$ cat config.mk
export PLATFORM = sky130hd
export DESIGN_NAME = serial_in_parallel_out_latch
export DESIGN_NICKNAME = d
export VERILOG_FILES = /design/src/serial_in_parallel_out_latch.v
export VERILOG_INCLUDE_DIRS = /design/src /design/src/shared
export SDC_FILE = /design/constraint.sdc
export NUM_CORES = 1
export LEC_CHECK = 0
export BUFFER_PORTS_ARGS = -buffer_cell sky130_fd_sc_hd__buf_2
export CORE_MARGIN = 1.5
export CORE_UTILIZATION = 56
export DETAILED_ROUTE_END_ITERATION = 7
export GPL_ROUTABILITY_DRIVEN = 0
export PLACE_DENSITY = 0.75
export SKIP_CTS_REPAIR_TIMING = 1
export SYNTH_ARGS = -nofsm -noshare
export SYNTH_HDL_FRONTEND = slang
export SYNTH_SLANG_ARGS = --single-unit
$ cat constraint.sdc
create_clock -name clk -period 2.4 [get_ports clk]
set_input_delay 0.36 -clock clk [delete_from_list [all_inputs] [get_ports clk]]
set_output_delay 0.36 -clock clk [all_outputs]
set_load 0.1 [all_outputs]
$ cat src/shared/sipo_latch_regs.vh
`ifndef SIPO_LATCH_REGS_VH
`define SIPO_LATCH_REGS_VH
`define SIPO_WIDTH       8
`define SIPO_SYNC_STAGES 3
`define SIPO_MSB_STAGE   7
`define SIPO_CLEAR_VALUE 8'h00
`define SIPO_PIN_IDLE    5'h0c
`define SIPO_LINK_PERIOD_NS 125
`endif

$ cat src/serial_in_parallel_out_latch.v
`include "sipo_latch_regs.vh"

module serial_in_parallel_out_latch #(
	parameter WIDTH  = `SIPO_WIDTH,
	parameter STAGES = `SIPO_SYNC_STAGES
) (
	input  wire             clk,                // System clock, 200 MHz
	input  wire             rst_n,              // Asynchronous reset, active low
	input  wire             clk_en,             // Freezes all state while low
	input  wire             shift_clock,        // Shift clock pin
	input  wire             storage_clock,      // Storage clock pin
	input  wire             shift_clear_n,      // Shift clear pin, active low
	input  wire             output_enable_n,    // Output enable pin, active low
	input  wire             serial_data_in,     // Serial data pin
	output wire [WIDTH-1:0] parallel_out,       // Open-drain output level, always 0
	output wire [WIDTH-1:0] parallel_out_oe,    // High while the pin sinks
	output reg              cascade_serial_out, // Push-pull cascade output
	output wire             cascade_serial_oe   // Always driven
);


	// Positions of the pins inside the synchroniser and filter vectors.
	localparam PIN_SHIFT_CLOCK   = 0;
	localparam PIN_STORAGE_CLOCK = 1;
	localparam PIN_CLEAR_N       = 2;
	localparam PIN_ENABLE_N      = 3;
	localparam PIN_SERIAL_DATA   = 4;
	localparam NPINS             = 5;

	// Index of the last shift stage, which feeds the cascade output.
	localparam LAST_STAGE = WIDTH - 1;

	// What the shift stages do in one clock cycle.
	localparam [1:0] SHIFT_HOLD  = 2'b00;
	localparam [1:0] SHIFT_CLEAR = 2'b01;
	localparam [1:0] SHIFT_STEP  = 2'b10;

	reg  [NPINS-1:0] sync_chain [0:STAGES-1];
	reg  [NPINS-1:0] pin_state;
	reg  [WIDTH-1:0] shift_reg;
	reg  [WIDTH-1:0] storage_reg;
	reg  [WIDTH-1:0] drive_low;
	reg  [1:0]       shift_action;
	reg  [WIDTH-1:0] next_shift;
	reg  [WIDTH-1:0] next_storage;
	reg  [WIDTH-1:0] next_drive_low;
	reg              next_cascade;
	wire [NPINS-1:0] pins_in;
	wire [NPINS-1:0] sync_second;
	wire [NPINS-1:0] sync_third;
	wire [NPINS-1:0] next_pin_state;
	wire             shift_rise;
	wire             store_rise;
	wire             clear_active;
	wire             outputs_enabled;
	wire             serial_level;
	wire             capture_allowed;
	integer          k;

	// A high level is taken over only once the second and third stages agree; while they differ
	// the level reads low, so a sample caught in a falling pin transition is acted on at once.
	function [NPINS-1:0] filter_levels;
		input [NPINS-1:0] held;
		input [NPINS-1:0] second;
		input [NPINS-1:0] third;
		begin
			filter_levels = (held & ~(second ^ third)) | (second & third);
		end
	endfunction

	// Rising edge of one filtered pin, from its held level to its new one.
	function rose;
		input held;
		input fresh;
		begin
			rose = fresh & ~held;
		end
	endfunction

	// One shift step: stage zero takes the serial level, the rest move on.
	function [WIDTH-1:0] shift_step;
		input [WIDTH-1:0] stages;
		input             level;
		begin
			shift_step = {stages[WIDTH-2:0], level};
		end
	endfunction

	// A stored zero pulls its pin low; a stored one leaves the pin floating.
	function [WIDTH-1:0] sink_mask;
		input [WIDTH-1:0] stored;
		input             enabled;
		begin
			if (enabled) begin
				sink_mask = ~stored;
			end else begin
				sink_mask = {WIDTH{1'b0}};
			end
		end
	endfunction

	assign pins_in[PIN_SHIFT_CLOCK]   = shift_clock;
	assign pins_in[PIN_STORAGE_CLOCK] = storage_clock;
	assign pins_in[PIN_CLEAR_N]       = shift_clear_n;
	assign pins_in[PIN_ENABLE_N]      = output_enable_n;
	assign pins_in[PIN_SERIAL_DATA]   = serial_data_in;

	assign sync_second    = sync_chain[STAGES-2];
	assign sync_third     = sync_chain[STAGES-1];
	assign next_pin_state = filter_levels(pin_state, sync_second, sync_third);

	// Edges are found on the filtered levels, so one pin edge counts once.
	assign shift_rise = rose(pin_state[PIN_SHIFT_CLOCK],
		next_pin_state[PIN_SHIFT_CLOCK]);
	assign store_rise = rose(pin_state[PIN_STORAGE_CLOCK],
		next_pin_state[PIN_STORAGE_CLOCK]);

	assign clear_active    = ~next_pin_state[PIN_CLEAR_N];
	assign outputs_enabled = ~next_pin_state[PIN_ENABLE_N];
	assign serial_level    = next_pin_state[PIN_SERIAL_DATA];
	assign capture_allowed = store_rise & ~clear_active;

	// Only the first stage samples the pins; every later stage reads the one
	// before it. Reset loads the idle levels so that neither a false clock
	// edge nor a stray clear or enable follows the release of reset.
	always @(posedge clk or negedge rst_n) begin
		if (!rst_n) begin
			for (k = 0; k < STAGES; k = k + 1) begin
				sync_chain[k] <= `SIPO_PIN_IDLE;
			end
		end else if (clk_en) begin
			sync_chain[0] <= pins_in;
			for (k = 1; k < STAGES; k = k + 1) begin
				sync_chain[k] <= sync_chain[k-1];
			end
		end
	end

	always @(posedge clk or negedge rst_n) begin
		if (!rst_n) begin
			pin_state <= `SIPO_PIN_IDLE;
		end else if (clk_en) begin
			pin_state <= next_pin_state;
		end
	end

	// Clear wins over a coincident shift edge and holds the stages at zero
	// for as long as it stays low.
	always @* begin
		shift_action = SHIFT_HOLD;
		if (clear_active) begin
			shift_action = SHIFT_CLEAR;
		end else if (shift_rise) begin
			shift_action = SHIFT_STEP;
		end
	end

	always @* begin
		case (shift_action)
			SHIFT_CLEAR: begin
				next_shift = `SIPO_CLEAR_VALUE;
			end
			SHIFT_STEP: begin
				next_shift = shift_step(shift_reg, serial_level);
			end
			default: begin
				next_shift = shift_reg;
			end
		endcase
	end

	// The capture reads the stages as they stood before this cycle, so a
	// shift edge in the same cycle is seen only by the next capture.
	always @* begin
		next_storage = storage_reg;
		if (capture_allowed) begin
			next_storage = shift_reg;
		end
	end

	always @* begin
		next_cascade   = next_shift[LAST_STAGE];
		next_drive_low = sink_mask(next_storage, outputs_enabled);
	end

	// Reset stands in for power-up; zero is one legal choice of the undefined
	// start state, so the controller must not rely on it.
	always @(posedge clk or negedge rst_n) begin
		if (!rst_n) begin
			shift_reg <= `SIPO_CLEAR_VALUE;
		end else if (clk_en) begin
			shift_reg <= next_shift;
		end
	end

	always @(posedge clk or negedge rst_n) begin
		if (!rst_n) begin
			storage_reg <= `SIPO_CLEAR_VALUE;
		end else if (clk_en) begin
			storage_reg <= next_storage;
		end
	end

	always @(posedge clk or negedge rst_n) begin
		if (!rst_n) begin
			cascade_serial_out <= 1'b0;
		end else if (clk_en) begin
			cascade_serial_out <= next_cascade;
		end
	end

	// The enable acts only on the pin drivers; both registers keep their
	// contents while the outputs float.
	always @(posedge clk or negedge rst_n) begin
		if (!rst_n) begin
			drive_low <= {WIDTH{1'b0}};
		end else if (clk_en) begin
			drive_low <= next_drive_low;
		end
	end

	assign parallel_out      = {WIDTH{1'b0}};
	assign parallel_out_oe   = drive_low;
	assign cascade_serial_oe = 1'b1;

endmodule

==> impl_metrics.csv <==
group,metric,value,unit
status,outcome,"finished, final reports clean",
layout,diodes,0,
timing,rsz0062_at_grt,"false",
timing,holdWs,0.121,ns
place,portBuffers,16,
layout,synthToLayoutAreaGrowth,4.57,%
layout,fillers,260,
timing,slew_headroom,37.8,%
timing,worst_pin_slew,0.934,ns
timing,period_share,91.1,%
clock_tree,cts-root-buf,"clkbuf_4",
clock_tree,cts_buffers,5,
place,dp.final_hpwl,2140,um
timing,finalSetupViolations,0,
logic_synthesis,netlist_instances,146,
global_route,grt_max_degree,45,
power_and_ir_drop,pwr_density_cell,985,mW/mm^2
worst_setup_path,ff2ff_setup_slack,0.21,ns
timing,hold_viol,0,
worst_setup_path,worstPathMaxFanout,17,
die,num_io_pins,26,
routing,via_per_inst,5.56,
global_route,antenna_found_initial,0,
clock_tree,clk_pin_slew,0.12,ns
layout,post-route-util,62.5,%
layout,layout-drive-gt1-share,41.4,%
timing,setup_tns,0,ns
logic_synthesis,syn_area,0.00202,mm^2
routing,routed_wl,3040,um
global_route,grt_pass1_wl,5550,um
global_route,grt-ovfl-total,0,
routing,ant_nets,0,
worst_setup_path,required,2.65,ns
clock_tree,cts_tree,"built",
timing,min_period,2.19,ns
die,start_util,59.7,%
power_and_ir_drop,leakage,1.03,nW
clock_tree,htreeDepth,2,
worst_setup_path,cp-start-kind,"flop",
routing,wl_per_cell,14.6,um
die,core_area,0.00339,mm^2
global_route,grt_pass1_vias,1144,
logic_synthesis,yosysWarnings,0,
global_route,track_usage,18.3,%
die,die-area,0.00398,mm^2
layout,nets,174,
clock_tree,clkSinkCount,44,
die,die-height,63.1,um
timing,final_max_slew_viol_count,0,
routing,num_vias,1156,
clock_tree,clock_latency,0.36,ns
logic_synthesis,synth-seq-area-share,54.9,%
timing,clock-skew-final,0.0153,ns
worst_setup_path,crit_arrival,2.44,ns
worst_setup_path,critPathCaptureType,"flop",
logic_synthesis,ys_ff_latch,44,
die,dieWidth,63.1,um
routing,drc,0,
power_and_ir_drop,worst_ir_drop_vdd,472,uV
logic_synthesis,synth.avg_cell_area,13.9,um^2
routing,drtIter0Drc,50,
timing,fmax,457,MHz
routing,drtPass1Iterations,4,
logic_synthesis,ys_types,25,
clock_tree,clk_path_buf_depth,2,
die,rows,21,
run,max_cap_violations,0,
worst_setup_path,critPathKind,"reg2reg",
hold_path,hold_class,"in2async",
[stage by stage]
step | total power, mW | area (um^2) | std cells | setup slack, ns
6_report | 2.09 | 2120 | 208 | 0.214
5_1_grt | 2.20 | 2120 | 208 | 0.104
4_1_cts | 2.11 | 2120 | 208 | 0.195
3_5_place_dp | 1.77 | 2070 | 200 | 0.206
3_3_place_gp | 1.74 | 2070 | 200 | 0.291
2_1_floorplan | 1.67 | 2050 | 153 | 0.612
[synthesized netlist by cell type, drive strengths merged]
cell type / count / area share (%)
dfrtp: 36 / 44
mux2: 23 / 14
buf: 15 / 6.2
a22o: 11 / 4.8
nor2: 9 / 1.7
nor3: 9 / 4.5
a221o: 8 / 4.0
dfstp: 8 / 10
nand2: 7 / 1.3
ha: 5 / 3.1
inv: 3 / 0.68
nor2b: 3 / 1.7
conb: 2 / 0.37
o21ai: 2 / 1.1
a211o: 1 / 0.43
a21o: 1 / 0.37
clkbuf: 1 / 0.19
o21a: 1 / 0.37
or2: 1 / 0.31
[critical path, cell delays in order, from the launching register on]
cell and delay, ns:
dfstp_2 0.55, ha_1 0.20, nor2b_4 0.06, o21ai_4 0.45, or2_1 0.48, mux2_4 0.34
[final timing paths]
| check | startpoint | endpoint | depth (start not counted) |
|---|---|---|---|
| hold reg to reg | pin_state[4] | pin_state[4] | 1 |
| max in group asynchronous | rst_n | sync_third[4] | 1 |
| setup / recovery | sync_third[2] | storage_reg[7] | 5 |
| min in group clk | storage_clock | sync_chain[11] | 2 |
| hold / removal | rst_n | parallel_out_oe[4] | 1 |
| setup reg to reg | sync_third[2] | storage_reg[7] | 5 |
[power by group]
group	leakage (nW)	internal [mW]	switching, mW
combinational	0.449	0.193	0.603
clock	0.0293	0.114	0.220
sequential	0.547	0.880	0.0752
[cells by family (layout without fill, tap and decap cells)]
kind of cell,Yosys count,in the layout,synth area share [%]
flip-flops,44,44,54.9
AND/OR/NAND/NOR,29,29,9.40
AO/OA/AOI/OAI,24,24,10.9
multiplexers,23,23,14.3
buffers and inverters,19,28,7.05
adder cells (fa/ha/maj),5,5,3.09
other,2,9,0.371
[layout by cell type, fill, tap and decap left out, types with 8 or more instances in the layout]
master   count
a22o_1      11
dfrtp_1     36
a221o_1      8
nor3_2       9
conb_1       9
mux2_4       8
mux2_2      15
dfstp_2      8
nor2_1       9
buf_2       16
[final cells by class]
class                      count  area, um^2  share of cell area [%]
multi-input combinational     90         797                    37.6
clock buffer                   7        45.0                    2.13
clock inverter                 1        5.00                   0.236
sequential                    44        1110                    52.5
tap                           46        57.6                    2.72
inverter                       3        13.8                   0.650
timing repair buffer          17        87.6                    4.14
[per-layer routing]
metal  wire, um  track usage, %  part of all wire, %
met1       1360            22.0                   45
met2       1480            30.2                   49
met3        140            6.43                  4.6
met4         53            6.67                  1.7
met5          0               0                    0
No activity file was read; power rests on OpenSTA's default activity.
